==> src/inc/ssb_pkg.sv <==
/*
 Package for the safety axis status bank: register offsets, field positions,
 reset values and encodings.
 Assumes a 32-bit AXI4-Lite register bus and one 250 MHz clock.
*/
// Overview of operation
// - Safe acceleration readable per axis, valid only with a safe encoder.
// - Read-only 32-bit active-function word, one bit per function, resets zero.
// - Bit 0 reads 1 while safe torque removal is active.
// - Bits 1 and 2 flag speed monitor instances one and two in range.
// - Bit 3 reads 1 while safe operating stop is active.
// - Bits 4, 13, 14 flag speed range instances one to three limiting.
// - Bit 5 positive direction, bit 6 negative direction motion.
// - Bit 7 reads 1 while a safety error is active.
// - Bits 8, 9, 10 flag safe cam instances inside limits.
// - Bit 11 reads 1 while limited acceleration is held.
// - Bits 30, 31, 12 flag accel range instances one to three limiting.
// - Bits 16, 17, 18 flag limited speed instances holding limit.
// - Bits 19, 20, 21 flag stop type one instances active.
// - Bits 22, 23 flag stop type two instances active.
// - Bits 24-26 limited increment, bits 27-29 limited position instances.
// - Brake state 0 engaged, 1 releasing, 2 released, 3 engaging; resets engaged.
// - Error flag reads 1 while in error, 0 otherwise.
// - Application parameter length 0 for tool parameters, 4 over fieldbus.
// - Communication parameter length always reads 2.
// - Master assigns identifier 1 to 65535; stored, reported once connected.
// - Connection type reads constant 2, a slave.
// - Last error codes 0 to 5: reset, unexpected, unknown, id, checksum, watchdog.
// - Codes 6 to 11: address, safety data, comm and appl length or data.
package ssb_pkg;
   // ************************************
   // Register byte offsets
   // ************************************
   localparam logic [7:0] SSB_OFS_ACCEL = 8'h00;
   localparam logic [7:0] SSB_OFS_ACTIVE = 8'h04;
   localparam logic [7:0] SSB_OFS_BRAKE = 8'h08;
   localparam logic [7:0] SSB_OFS_ERROR = 8'h0c;
   localparam logic [7:0] SSB_OFS_APPL_LEN = 8'h10;
   localparam logic [7:0] SSB_OFS_COMM_LEN = 8'h14;
   localparam logic [7:0] SSB_OFS_CONN_ID = 8'h18;
   localparam logic [7:0] SSB_OFS_CONN_KIND = 8'h1c;
   localparam logic [7:0] SSB_OFS_LAST_ERR = 8'h20;
   localparam logic [7:0] SSB_OFS_PROTO_VER = 8'h24;
   localparam logic [7:0] SSB_OFS_ACCEL_VALID = 8'h28;
   // ************************************
   // Active-function word fields
   // ************************************
   localparam int SSB_BIT_TORQUE_OFF = 0;
   localparam int SSB_BIT_SPEED_MON1 = 1;
   localparam int SSB_BIT_SPEED_MON2 = 2;
   localparam int SSB_BIT_OPER_STOP = 3;
   localparam int SSB_BIT_SPEED_RNG1 = 4;
   localparam int SSB_BIT_DIR_POS = 5;
   localparam int SSB_BIT_DIR_NEG = 6;
   localparam int SSB_BIT_ERROR = 7;
   localparam int SSB_BIT_CAM1 = 8;
   localparam int SSB_BIT_LIM_ACCEL = 11;
   localparam int SSB_BIT_ACC_RNG3 = 12;
   localparam int SSB_BIT_SPEED_RNG2 = 13;
   localparam int SSB_BIT_UNUSED = 15;
   localparam int SSB_BIT_LIM_SPEED1 = 16;
   localparam int SSB_BIT_STOP1_1 = 19;
   localparam int SSB_BIT_STOP2_1 = 22;
   localparam int SSB_BIT_LIM_INCR1 = 24;
   localparam int SSB_BIT_LIM_POS1 = 27;
   localparam int SSB_BIT_ACC_RNG1 = 30;
   // ************************************
   // Reset values and constants
   // ************************************
   localparam logic [31:0] SSB_ACTIVE_RST = 32'h0000_0000;
   localparam logic [15:0] SSB_APPL_LEN_TOOL = 16'h0000;
   localparam logic [15:0] SSB_APPL_LEN_BUS = 16'h0004;
   localparam logic [15:0] SSB_COMM_LEN = 16'h0002;
   localparam logic [7:0] SSB_CONN_KIND_SLAVE = 8'h02;
   localparam logic [15:0] SSB_CONN_ID_RST = 16'h0000;
   localparam logic [7:0] SSB_LAST_ERR_RST = 8'h00;
   localparam logic [1:0] SSB_RESP_OKAY = 2'b00;
   localparam logic [1:0] SSB_RESP_SLVERR = 2'b10;
   localparam logic [1:0] SSB_RESP_DECERR = 2'b11;
   // Brake state machine states
   typedef enum logic [1:0] {
      SSB_BRK_ENGAGED = 2'h0,
      SSB_BRK_RELEASING = 2'h1,
      SSB_BRK_RELEASED = 2'h2,
      SSB_BRK_ENGAGING = 2'h3
   } ssb_brake_e;
   // Last link error codes
   typedef enum logic [7:0] {
      SSB_ERR_RESET = 8'h00,
      SSB_ERR_UNEXP_CMD = 8'h01,
      SSB_ERR_UNKNOWN_CMD = 8'h02,
      SSB_ERR_BAD_CONN_ID = 8'h03,
      SSB_ERR_CHECKSUM = 8'h04,
      SSB_ERR_WATCHDOG = 8'h05,
      SSB_ERR_BAD_ADDR = 8'h06,
      SSB_ERR_BAD_DATA = 8'h07,
      SSB_ERR_COMM_LEN = 8'h08,
      SSB_ERR_COMM_DATA = 8'h09,
      SSB_ERR_APPL_LEN = 8'h0a,
      SSB_ERR_APPL_DATA = 8'h0b
   } ssb_link_err_e;
endpackage

==> src/logic/ssb_inst_vec.sv <==
/*
 Qualifies a vector of function-instance status levels into register bits.
 Assumes status inputs synchronous to the clock.
*/
`timescale 1ns/1ns
module ssb_inst_vec
   import ssb_pkg::*;
#(
   parameter int N = 3
) (
   input wire logic i_ref_clk,
   input wire logic i_resetn,
   input wire logic [N-1:0] i_status,
   output logic [N-1:0] o_flags
);
   // Registered so the bank word is coherent within one cycle
   always_ff @(posedge i_ref_clk or negedge i_resetn) begin
      if (!i_resetn) begin
         o_flags <= '0;
      end else begin
         o_flags <= i_status;
      end
   end
endmodule

==> src/logic/ssb_link_state.sv <==
/*
 Holds the fieldbus link values set by the safety master side.
 Assumes single-cycle strobes from the link protocol engine.
*/
`timescale 1ns/1ns
module ssb_link_state
   import ssb_pkg::*;
(
   input wire logic i_ref_clk,
   input wire logic i_resetn,
   input wire logic i_conn_reached,
   input wire logic i_conn_id_valid,
   input wire logic [15:0] i_conn_id,
   input wire logic i_link_err_valid,
   input wire logic [7:0] i_link_err,
   output logic [15:0] o_conn_id,
   output logic [7:0] o_last_err
);
   // Zero is never legal, so out-of-range ids are dropped
   always_ff @(posedge i_ref_clk or negedge i_resetn) begin
      if (!i_resetn) begin
         o_conn_id <= SSB_CONN_ID_RST;
      end else if (i_conn_reached && i_conn_id_valid &&
                   i_conn_id != 16'h0000) begin
         o_conn_id <= i_conn_id;
      end
   end

   // Codes above the defined set are stored as given
   always_ff @(posedge i_ref_clk or negedge i_resetn) begin
      if (!i_resetn) begin
         o_last_err <= SSB_LAST_ERR_RST;
      end else if (i_link_err_valid) begin
         o_last_err <= i_link_err;
      end
   end
endmodule

==> src/logic/ssb_status_bank.sv <==
/*
 Safety axis status bank: read-only registers behind an AXI4-Lite slave.
 Assumes status inputs synchronous to i_ref_clk; writes never change state.
*/
`timescale 1ns/1ns
module ssb_status_bank
   import ssb_pkg::*;
#(
   parameter logic [15:0] PROTO_VER = 16'h0001 // Arbitrary value
) (
   input wire logic i_ref_clk,
   input wire logic i_resetn,
   // AXI4-Lite slave
   input wire logic [7:0] i_s_axi_awaddr,
   input wire logic i_s_axi_awvalid,
   output logic o_s_axi_awready,
   input wire logic [31:0] i_s_axi_wdata,
   input wire logic [3:0] i_s_axi_wstrb,
   input wire logic i_s_axi_wvalid,
   output logic o_s_axi_wready,
   output logic [1:0] o_s_axi_bresp,
   output logic o_s_axi_bvalid,
   input wire logic i_s_axi_bready,
   input wire logic [7:0] i_s_axi_araddr,
   input wire logic i_s_axi_arvalid,
   output logic o_s_axi_arready,
   output logic [31:0] o_s_axi_rdata,
   output logic [1:0] o_s_axi_rresp,
   output logic o_s_axi_rvalid,
   input wire logic i_s_axi_rready,
   // Safety function status levels
   input wire logic [31:0] i_safe_accel,
   input wire logic i_safe_encoder_present,
   input wire logic i_safe_torque_removal,
   input wire logic [1:0] i_safe_speed_monitor,
   input wire logic i_safe_operating_stop,
   input wire logic [2:0] i_safe_speed_range,
   input wire logic i_direction_positive,
   input wire logic i_direction_negative,
   input wire logic i_safety_error,
   input wire logic [2:0] i_safe_cam,
   input wire logic i_limited_acceleration,
   input wire logic [2:0] i_safe_accel_range,
   input wire logic [2:0] i_limited_speed,
   input wire logic [2:0] i_stop_type_one,
   input wire logic [1:0] i_stop_type_two,
   input wire logic [2:0] i_limited_increment,
   input wire logic [2:0] i_limited_position,
   input wire logic [1:0] i_safe_brake_ctrl_state,
   // Fieldbus link side
   input wire logic i_appl_param_over_bus,
   input wire logic i_conn_reached,
   input wire logic i_conn_id_valid,
   input wire logic [15:0] i_conn_id,
   input wire logic i_link_err_valid,
   input wire logic [7:0] i_link_err
);
   // ************************************
   // Declarations
   // ************************************
   logic [2:0] speed_range_q;
   logic [2:0] cam_q;
   logic [2:0] accel_range_q;
   logic [2:0] lim_speed_q;
   logic [2:0] stop1_q;
   logic [2:0] lim_incr_q;
   logic [2:0] lim_pos_q;
   logic [1:0] speed_mon_q;
   logic [1:0] stop2_q;
   logic [15:0] conn_id;
   logic [7:0] last_err;
   logic [31:0] accel_q;
   logic accel_valid_q;
   logic [5:0] single_q;
   logic [31:0] active_d;
   ssb_brake_e brake_q;
   logic error_q;
   logic appl_bus_q;
   logic aw_held_q;
   logic w_held_q;
   logic [7:0] awaddr_q;
   logic ar_busy;
   logic [31:0] rd_word;
   logic rd_hit;
   logic wr_hit;

   // ************************************
   // Instance status capture
   // ************************************
   ssb_inst_vec #(.N(3)) u_speed_range (
      .i_ref_clk(i_ref_clk), .i_resetn(i_resetn),
      .i_status(i_safe_speed_range), .o_flags(speed_range_q));
   ssb_inst_vec #(.N(3)) u_cam (
      .i_ref_clk(i_ref_clk), .i_resetn(i_resetn),
      .i_status(i_safe_cam), .o_flags(cam_q));
   ssb_inst_vec #(.N(3)) u_accel_range (
      .i_ref_clk(i_ref_clk), .i_resetn(i_resetn),
      .i_status(i_safe_accel_range), .o_flags(accel_range_q));
   ssb_inst_vec #(.N(3)) u_lim_speed (
      .i_ref_clk(i_ref_clk), .i_resetn(i_resetn),
      .i_status(i_limited_speed), .o_flags(lim_speed_q));
   ssb_inst_vec #(.N(3)) u_stop1 (
      .i_ref_clk(i_ref_clk), .i_resetn(i_resetn),
      .i_status(i_stop_type_one), .o_flags(stop1_q));
   ssb_inst_vec #(.N(3)) u_lim_incr (
      .i_ref_clk(i_ref_clk), .i_resetn(i_resetn),
      .i_status(i_limited_increment), .o_flags(lim_incr_q));
   ssb_inst_vec #(.N(3)) u_lim_pos (
      .i_ref_clk(i_ref_clk), .i_resetn(i_resetn),
      .i_status(i_limited_position), .o_flags(lim_pos_q));
   ssb_inst_vec #(.N(2)) u_speed_mon (
      .i_ref_clk(i_ref_clk), .i_resetn(i_resetn),
      .i_status(i_safe_speed_monitor), .o_flags(speed_mon_q));
   ssb_inst_vec #(.N(2)) u_stop2 (
      .i_ref_clk(i_ref_clk), .i_resetn(i_resetn),
      .i_status(i_stop_type_two), .o_flags(stop2_q));
   // Single-bit sources take the same one register stage as instances
   ssb_inst_vec #(.N(6)) u_single (
      .i_ref_clk(i_ref_clk), .i_resetn(i_resetn),
      .i_status({i_limited_acceleration, i_safety_error,
                 i_direction_negative, i_direction_positive,
                 i_safe_operating_stop, i_safe_torque_removal}),
      .o_flags(single_q));

   ssb_link_state u_link (
      .i_ref_clk(i_ref_clk),
      .i_resetn(i_resetn),
      .i_conn_reached(i_conn_reached),
      .i_conn_id_valid(i_conn_id_valid),
      .i_conn_id(i_conn_id),
      .i_link_err_valid(i_link_err_valid),
      .i_link_err(i_link_err),
      .o_conn_id(conn_id),
      .o_last_err(last_err));

   // ************************************
   // Active-function word
   // ************************************
   always_comb begin
      active_d = SSB_ACTIVE_RST;
      active_d[SSB_BIT_TORQUE_OFF] = single_q[0];
      active_d[SSB_BIT_SPEED_MON1 +: 2] = speed_mon_q;
      active_d[SSB_BIT_OPER_STOP] = single_q[1];
      active_d[SSB_BIT_SPEED_RNG1] = speed_range_q[0];
      active_d[SSB_BIT_SPEED_RNG2 +: 2] = speed_range_q[2:1];
      active_d[SSB_BIT_DIR_POS] = single_q[2];
      active_d[SSB_BIT_DIR_NEG] = single_q[3];
      active_d[SSB_BIT_ERROR] = single_q[4];
      active_d[SSB_BIT_CAM1 +: 3] = cam_q;
      active_d[SSB_BIT_LIM_ACCEL] = single_q[5];
      active_d[SSB_BIT_ACC_RNG1 +: 2] = accel_range_q[1:0];
      active_d[SSB_BIT_ACC_RNG3] = accel_range_q[2];
      active_d[SSB_BIT_LIM_SPEED1 +: 3] = lim_speed_q;
      active_d[SSB_BIT_STOP1_1 +: 3] = stop1_q;
      active_d[SSB_BIT_STOP2_1 +: 2] = stop2_q;
      active_d[SSB_BIT_LIM_INCR1 +: 3] = lim_incr_q;
      active_d[SSB_BIT_LIM_POS1 +: 3] = lim_pos_q;
      active_d[SSB_BIT_UNUSED] = 1'b0;
   end

   // ************************************
   // Axis values
   // ************************************
   always_ff @(posedge i_ref_clk or negedge i_resetn) begin
      if (!i_resetn) begin
         accel_q <= 32'h0000_0000;
         accel_valid_q <= 1'b0;
      end else begin
         // Without a safe encoder the value is invalid and reads zero
         accel_valid_q <= i_safe_encoder_present;
         accel_q <= i_safe_encoder_present ? i_safe_accel : 32'h0000_0000;
      end
   end

   always_ff @(posedge i_ref_clk or negedge i_resetn) begin
      if (!i_resetn) begin
         brake_q <= SSB_BRK_ENGAGED;
      end else begin
         brake_q <= ssb_brake_e'(i_safe_brake_ctrl_state);
      end
   end

   always_ff @(posedge i_ref_clk or negedge i_resetn) begin
      if (!i_resetn) begin
         error_q <= 1'b0;
         appl_bus_q <= 1'b0;
      end else begin
         error_q <= i_safety_error;
         appl_bus_q <= i_appl_param_over_bus;
      end
   end

   // ************************************
   // Write channel: accepted and answered, never stored
   // ************************************
   assign o_s_axi_awready = !aw_held_q && !o_s_axi_bvalid;
   assign o_s_axi_wready = !w_held_q && !o_s_axi_bvalid;

   always_ff @(posedge i_ref_clk or negedge i_resetn) begin
      if (!i_resetn) begin
         aw_held_q <= 1'b0;
         w_held_q <= 1'b0;
         awaddr_q <= 8'h00;
         o_s_axi_bvalid <= 1'b0;
         o_s_axi_bresp <= SSB_RESP_OKAY;
      end else if (o_s_axi_bvalid) begin
         if (i_s_axi_bready) begin
            o_s_axi_bvalid <= 1'b0;
         end
      end else if ((aw_held_q || i_s_axi_awvalid) &&
                   (w_held_q || i_s_axi_wvalid)) begin
         aw_held_q <= 1'b0;
         w_held_q <= 1'b0;
         o_s_axi_bvalid <= 1'b1;
         // Mapped but read-only: slave error, contents untouched
         o_s_axi_bresp <= wr_hit ? SSB_RESP_SLVERR : SSB_RESP_DECERR;
      end else begin
         if (i_s_axi_awvalid) begin
            aw_held_q <= 1'b1;
            awaddr_q <= i_s_axi_awaddr;
         end
         if (i_s_axi_wvalid) begin
            w_held_q <= 1'b1;
         end
      end
   end

   always_comb begin
      logic [7:0] a;
      a = aw_held_q ? awaddr_q : i_s_axi_awaddr;
      wr_hit = a[1:0] == 2'b00 && a <= SSB_OFS_ACCEL_VALID;
   end

   // ************************************
   // Read channel
   // ************************************
   assign ar_busy = o_s_axi_rvalid;
   assign o_s_axi_arready = !ar_busy;

   always_comb begin
      rd_hit = 1'b1;
      rd_word = 32'h0000_0000;
      case (i_s_axi_araddr)
         SSB_OFS_ACCEL: rd_word = accel_q;
         SSB_OFS_ACTIVE: rd_word = active_d;
         SSB_OFS_BRAKE: rd_word = {30'h0000_0000, brake_q};
         SSB_OFS_ERROR: rd_word = {31'h0000_0000, error_q};
         SSB_OFS_APPL_LEN: begin
            rd_word = {16'h0000,
                       appl_bus_q ? SSB_APPL_LEN_BUS : SSB_APPL_LEN_TOOL};
         end
         SSB_OFS_COMM_LEN: rd_word = {16'h0000, SSB_COMM_LEN};
         SSB_OFS_CONN_ID: rd_word = {16'h0000, conn_id};
         SSB_OFS_CONN_KIND: rd_word = {24'h00_0000, SSB_CONN_KIND_SLAVE};
         SSB_OFS_LAST_ERR: rd_word = {24'h00_0000, last_err};
         SSB_OFS_PROTO_VER: rd_word = {16'h0000, PROTO_VER};
         SSB_OFS_ACCEL_VALID: rd_word = {31'h0000_0000, accel_valid_q};
         default: rd_hit = 1'b0;
      endcase
   end

   always_ff @(posedge i_ref_clk or negedge i_resetn) begin
      if (!i_resetn) begin
         o_s_axi_rvalid <= 1'b0;
         o_s_axi_rdata <= 32'h0000_0000;
         o_s_axi_rresp <= SSB_RESP_OKAY;
      end else if (o_s_axi_rvalid) begin
         if (i_s_axi_rready) begin
            o_s_axi_rvalid <= 1'b0;
         end
      end else if (i_s_axi_arvalid) begin
         o_s_axi_rvalid <= 1'b1;
         o_s_axi_rdata <= rd_word;
         o_s_axi_rresp <= rd_hit ? SSB_RESP_OKAY : SSB_RESP_DECERR;
      end
   end
endmodule

==> config.mk <==
export PLATFORM = sky130hd
export DESIGN_NAME = ssb_status_bank
export DESIGN_NICKNAME = d
export VERILOG_FILES = /design/src/inc/ssb_pkg.sv /design/src/logic/ssb_inst_vec.sv /design/src/logic/ssb_link_state.sv /design/src/logic/ssb_status_bank.sv
export SDC_FILE = /design/constraint.sdc
export NUM_CORES = 1
export LEC_CHECK = 0
export BUFFER_PORTS_ARGS = -buffer_cell sky130_fd_sc_hd__buf_2
export CORE_AREA = 2 2 118 120
export CTS_CLUSTER_DIAMETER = 200
export DETAILED_ROUTE_END_ITERATION = 12
export DIE_AREA = 0 0 120 122
export PLACE_DENSITY_LB_ADDON = 0.05
export SLEW_MARGIN = 20
export SYNTH_ARGS = -nofsm -noshare
export SYNTH_HDL_FRONTEND = slang
export SYNTH_SLANG_ARGS = --single-unit
==> constraint.sdc <==
create_clock -name i_ref_clk -period 3.6 [get_ports i_ref_clk]
set_input_delay 0 -clock i_ref_clk [delete_from_list [all_inputs] [get_ports i_ref_clk]]
set_output_delay 0 -clock i_ref_clk [all_outputs]
set_load 0.005 [all_outputs]
== Yosys cells after proc, flatten, opt, wreduce, memory -nomap -nowiden ==
Cells that the tools add are included.
Operators by class
  add/subtract/negate cells: 0
  $mul: 0
  div/mod/pow operators: 0
  $lt $le $gt $ge: 1
  equal/unequal tests: 10
  shift-type cells: 0
  mux-type cells: 17
  bitwise logic cells: 3
  reduce and logical (&&, ||, !) cells: 24
Operators by type and width (number)
  $pmux 32 s10: 1
  $eq 8x5->1 const B: 4
  $mux 32: 1
  $eq 8x6->1 const B: 3
  $eq 8x4->1 const B: 2
  $reduce_bool 16->1: 1
  $mux 1: 12
  $reduce_or 11->1: 1
  $eq 8x3->1 const B: 1
  $le 8x6->1 const B: 1
  $logic_not 8->1: 1
  $mux 8: 1
  $reduce_and 2->1: 4
  $logic_and 1x1->1: 6
  $logic_not 1->1: 4
  $reduce_bool 2->1: 2
  $mux 3: 1
  $not 1->1: 3
  $reduce_and 3->1: 1
  $logic_not 2->1: 1
  $logic_or 1x1->1: 2
  $mux 2: 1
  $reduce_or 2->1: 1
Word-level totals
  bits in registers: 140
  bits in latches: 0
  memory bits (writable): 0
  ROM bits: 0
  input port bits: 153
  output and inout bits: 41
  word-level logic and storage cells: 80
  memories: 0

== Logic depth before layout (Yosys ltp) ==
  depth in word-level cells: 4
  depth in mapped cells: 8
  depth with buffers taken out: 5

== Hierarchy ==
A second synthesis with hierarchy kept.
Unflattened totals
  cells, all modules: 393
  area, all modules: 5378.9 µm²
Modules (own cells, without submodules)
  ssb_status_bank: instances 1, cells an instance 306, area each 3634.7 µm², sequential area each 2102.0 µm²
  ssb_link_state: instances 1, cells an instance 56, area each 968.4 µm², sequential area each 600.6 µm²
  ssb_inst_vec (u_accel_range ...): instances 7, cells an instance 3, area each 75.1 µm², sequential area each 75.1 µm²
  ssb_inst_vec (u_single): instances 1, cells an instance 6, area each 150.1 µm², sequential area each 150.1 µm²
  ssb_inst_vec (u_speed_mon ...): instances 2, cells an instance 2, area each 50.0 µm², sequential area each 50.0 µm²

== Least setup slack after synthesis ==
OpenSTA, ideal clock, no wires.
  path kind: reg2reg
  start: reg aw_held_q
  end: reg o_s_axi_bresp[0]
  library setup time: 0.125 ns
  arrival: 1.405 ns
  data required time: 3.475 ns
  slack: 2.070 ns
  stages on the path, launching flop included: 5
  buffers on the path: 0
  clock period less this slack: 1.530 ns
  cell sequence: dfrtp_1 or4_1 a211oi_1 a31oi_1 mux2_2
On the way
  cells in the longest elaborated chain, start to end: 4
  elaborated cells between the ends (all ways): 8
  classes of those cells: 1 x order compare; 2 x mux; 5 x reduce/logical
Ends and longest elaborated chain
  start: declaration: line ssb_status_bank.sv:79  | logic aw_held_q;
  start signal: assignment: line ssb_status_bank.sv:201  | aw_held_q <= 1'b0;
  start signal: assignment: line ssb_status_bank.sv:212  | aw_held_q <= 1'b0;
  start signal: assignment: line ssb_status_bank.sv:219  | aw_held_q <= 1'b1;
  $mux 8: line ssb_status_bank.sv:230  | a = aw_held_q ? awaddr_q : i_s_axi_awaddr;
  $le 8x6->1 or $logic_not 2->1 (tied branches): line ssb_status_bank.sv:231  | wr_hit = a[1:0] == 2'b00 && a <= SSB_OFS_ACCEL_VALID;
  $logic_and 1x1->1: line ssb_status_bank.sv:231
  $mux 1: line ssb_status_bank.sv:216  | o_s_axi_bresp <= wr_hit ? SSB_RESP_SLVERR : SSB_RESP_DECERR;
  end signal: assignment: line ssb_status_bank.sv:216
  end: declaration: line ssb_status_bank.sv:21  | output logic [1:0] o_s_axi_bresp,
Parallel ways exist; a longest one is shown, timed or not.
A chain may end at the register's enable or synchronous reset.

== Worst setup path after layout ==
  start: reg w_held_q
  end: reg awaddr_q[2]
On the way
  cells in the longest elaborated chain, start to end: 4
Ends and longest elaborated chain
  start: declaration: line ssb_status_bank.sv:80  | logic w_held_q;
  start signal: assignment: line ssb_status_bank.sv:202  | w_held_q <= 1'b0;
  start signal: assignment: line ssb_status_bank.sv:213  | w_held_q <= 1'b0;
  start signal: assignment: line ssb_status_bank.sv:223  | w_held_q <= 1'b1;
  $logic_or 1x1->1: line ssb_status_bank.sv:211  | (w_held_q || i_s_axi_wvalid)) begin
  $logic_and 1x1->1: line ssb_status_bank.sv:210  | end else if ((aw_held_q || i_s_axi_awvalid) &&
  $not 1->1 (no source line)
  $reduce_and 3->1 (no source line)
  end signal: assignment: line ssb_status_bank.sv:220  | awaddr_q <= i_s_axi_awaddr;
  end: declaration: line ssb_status_bank.sv:81  | logic [7:0] awaddr_q;
No other way between the ends.

==> run_results.csv <==
group,metric,value,unit
synth,synthCells,408,
floorplan,fp.dieW,120,µm
floorplan,start_util,0.388,
setup_path,crit_buf_inv,0,
synth,synth_warnings,0,
global_route,grt_pass1_vias,4261,
final_layout,drive_above_1_share,0.351,
place,place_congestion,0.759,
setup_path,crit_family,"simple AND/OR/NAND/NOR gates",
sta,fmax,580,MHz
setup_path,slowest_stage,"nor4b_2",
clock_network,clkLatencyLatePin,410,ps
global_route,antenna_found_initial,0,
global_route,gr-total-overflow,0,
routing,drtPass1Iterations,7,
synth,synth-seq-cells,138,
outcome,status,"finished, final reports clean",
floorplan,die_h,122,µm
sta,worst_slack,1880,ps
synth,netlist_area,0.00524,mm²
final_layout,final_common_cell,"buf_2",
setup_path,cp-start-kind,"flop",
sta,slew_headroom,0.377,
setup_path,worst-r2r-setup-slack,1880,ps
global_route,grt_first_pass_wirelength,21600,µm
clock_network,cts_tree,"yes",
clock_network,cts-resized-gates,0,
setup_path,critPathCaptureType,"flop",
clock_network,clk_path_buf_depth,2,
synth,yosys_most_used_dff,"dfrtp_1",
clock_network,cts_htree_levels,4,
synth,avgSynthCellArea,12.8,µm²
floorplan,die_area,0.0146,mm²
sta,min_period,1720,ps
clock_network,clkTransAtPathRegs,60,ps
synth,synth_edf_count,0,
setup_path,arrival,2010,ps
synth,synth_largest_area_cell,"dfrtp_1",
final_layout,final_area,0.00784,mm²
synth,synth_nets,561,
place,numPortBuffers,157,
setup_path,path_max_fanout,8,
synth,ys_types,43,
floorplan,pin_count,194,
clock_network,cts_setup_buffers,0,
final_layout,syn2layout_area_growth,49.5,%
worst_hold_path,hold_class,"in -> reg",
sta,hold_violations,0,
floorplan,core,0.0135,mm²
place,dpl.hpwl,8270,µm
floorplan,rows,43,
setup_path,worstPathRequired,3890,ps
global_route,grt_use_met3,0.0435,
synth,synth_top_area_frac,0.659,
place,post-place-ws,1450,ps
final_layout,finalNetCount,824,
clock_network,cts-root-buf,"clkbuf_16",
routing,totalWireLength,13300,µm
routing,drc,0,
routing,drt_iter0_markers,171,
clock_network,cts.sinks,138,
sta,tightest_slew,934,ps
sta,grt_setup_unrepaired,"no",
sta,setup_violations,0,
sta,whs,25.5,ps
global_route,busiest_layer,"met2",
power,p_leak,3.61,nW
clock_network,cts_made_buffers,17,
setup_path,cp_slowest_stage_delay,780,ps
final_layout,layout_common_cells,"buf_2 (156), dfrtp_1 (138), dlygate4sd3_1 (104), mux2_2 (40), nand2_1 (38)",
global_route,grt_max_degree,120,
routing,antenna_left,0,
synth,synthArstFlopShare,1.00,
routing,wire_per_inst,15.4,µm
global_route,grt_usage,0.194,
final_layout,num-fill-cells,1138,
synth,netlist_top_cells_area,"dfrtp_1 (66%), mux2_2 (8.6%), and2_1 (3.8%)",
global_route,grt_use_met1,0.249,
synth,ys_seq_area_frac,0.659,
sta,final_max_slew_viol_count,0,
routing,dr_total_vias,4074,
sta,totalNegativeSetupSlack,0,ps
place,dpl_cell_area,0.00620,mm²
power,ir_worst_vdd,310,µV
global_route,gr-usage-met2,0.320,
power,p_per_area,509,mW/mm²
sta,clock_skew,5.88,ps
final_layout,insertedDiodeCount,0,
sta,fin_crit_sh,0.479,
setup_path,setup.worst_path.class,"reg -> reg",
setup_path,worstPathCellList,"nor4b_2 > mux2_2",
run,maxCapViolations,0,
routing,avgViaCountPerCell,4.72,
[repair_timing]
item | in CTS | in global routing
endpoints found under the hold margin | 220 | 0
endpoints found under the setup margin | 0 | 0
hold buffers | 104 | 0
[sequential cells by signal, indices dropped and copies added, names as in the netlist, 2 cells and up]
register               cells
u_accel_range.o_flags      3
u_lim_speed.o_flags        3
accel_q                   32
u_speed_range.o_flags      3
u_link.o_conn_id          16
u_speed_mon.o_flags        2
awaddr_q                   8
u_link.o_last_err          8
u_stop2.o_flags            2
u_lim_incr.o_flags         3
u_stop1.o_flags            3
u_single.o_flags           6
u_cam.o_flags              3
o_s_axi_bresp              2
brake_q                    2
u_lim_pos.o_flags          3
o_s_axi_rdata             32
[logic make-up after synthesis]
group | count (synthesis) | share of synthesized area
buf+inv | 27 | 0.0251
compound gates | 91 | 0.111
flops | 138 | 0.659
simple gates | 111 | 0.117
mux | 41 | 0.0878
[cells in the mapped netlist (2+ instances only)]
cell	instances
o21ai_1	13
a21o_1	3
and3_1	3
a21oi_1	11
o21ai_0	22
a31oi_1	2
and2_1	32
nand2_1	38
or4_1	2
a22oi_1	24
nor2b_1	5
a222oi_1	5
nor4_1	6
dfrtp_1	138
clkbuf_1	12
mux2_2	40
buf_2	6
buf_4	4
a211oi_1	2
inv_1	4
nor2_1	14
[final timing paths]
| check | from | to | depth (start not counted) |
|---|---|---|---|
| worst max register to register | w_held_q$_DFFE_PN0P_ | awaddr_q[2]$_DFFE_PN0P_ | 2 |
| min in group asynchronous | i_resetn | accel_q[3]$_DFF_PN0_ | 2 |
| max in group asynchronous | i_resetn | accel_q[28]$_DFF_PN0_ | 3 |
| worst min-delay path | i_safe_encoder_present | accel_valid_q$_DFF_PN0_ | 1 |
| worst min register to register | o_s_axi_bresp[1]$_DFFE_PN0P_ | o_s_axi_bresp[1]$_DFFE_PN0P_ | 1 |
| worst max-delay path | w_held_q$_DFFE_PN0P_ | awaddr_q[2]$_DFFE_PN0P_ | 2 |
[area by class of cell]
class | instances | area, µm² | share of cell area
Sequential cell | 138 | 3450 | 0.441
Timing Repair Buffer | 267 | 1880 | 0.240
Clock buffer | 24 | 482 | 0.0615
Inverter | 4 | 15.0 | 0.00192
Clock inverter | 7 | 115 | 0.0147
Tap cell | 180 | 225 | 0.0287
Multi-Input combinational cell | 243 | 1670 | 0.213
[worst register-to-register path, delay by kind of cell, from the launching register on]
| family | cells | cell delay (ps) |
|---|---|---|
| simple gates | 1 | 780 |
| flops | 1 | 410 |
| mux | 1 | 420 |
[where the power goes]
part / internal, mW / switching [mW] / total (mW)
Clock: 1.14 / 0.606 / 1.74
Sequential: 1.70 / 0.0789 / 1.77
Combinational: 0.276 / 0.192 / 0.468
Total: 3.11 / 0.876 / 3.99
[metal layers]
layer | part of all wire | routed length [µm]
met1 | 0.46 | 6110
met3 | 0.039 | 525
met4 | 0.012 | 157
met5 | 0 | 0
met2 | 0.49 | 6530
[stage by stage]
stage / util / power (mW) / instances
after floorplan: - / 1.99 / 408
after global placement: 0.459 / 2.17 / 728
after detailed placement: 0.459 / 2.18 / 728
after CTS: 0.580 / 4.05 / 863
after global routing: 0.580 / 4.19 / 863
final: 0.580 / 3.99 / 863
Note: power is estimated with default switching activity, not from simulation.
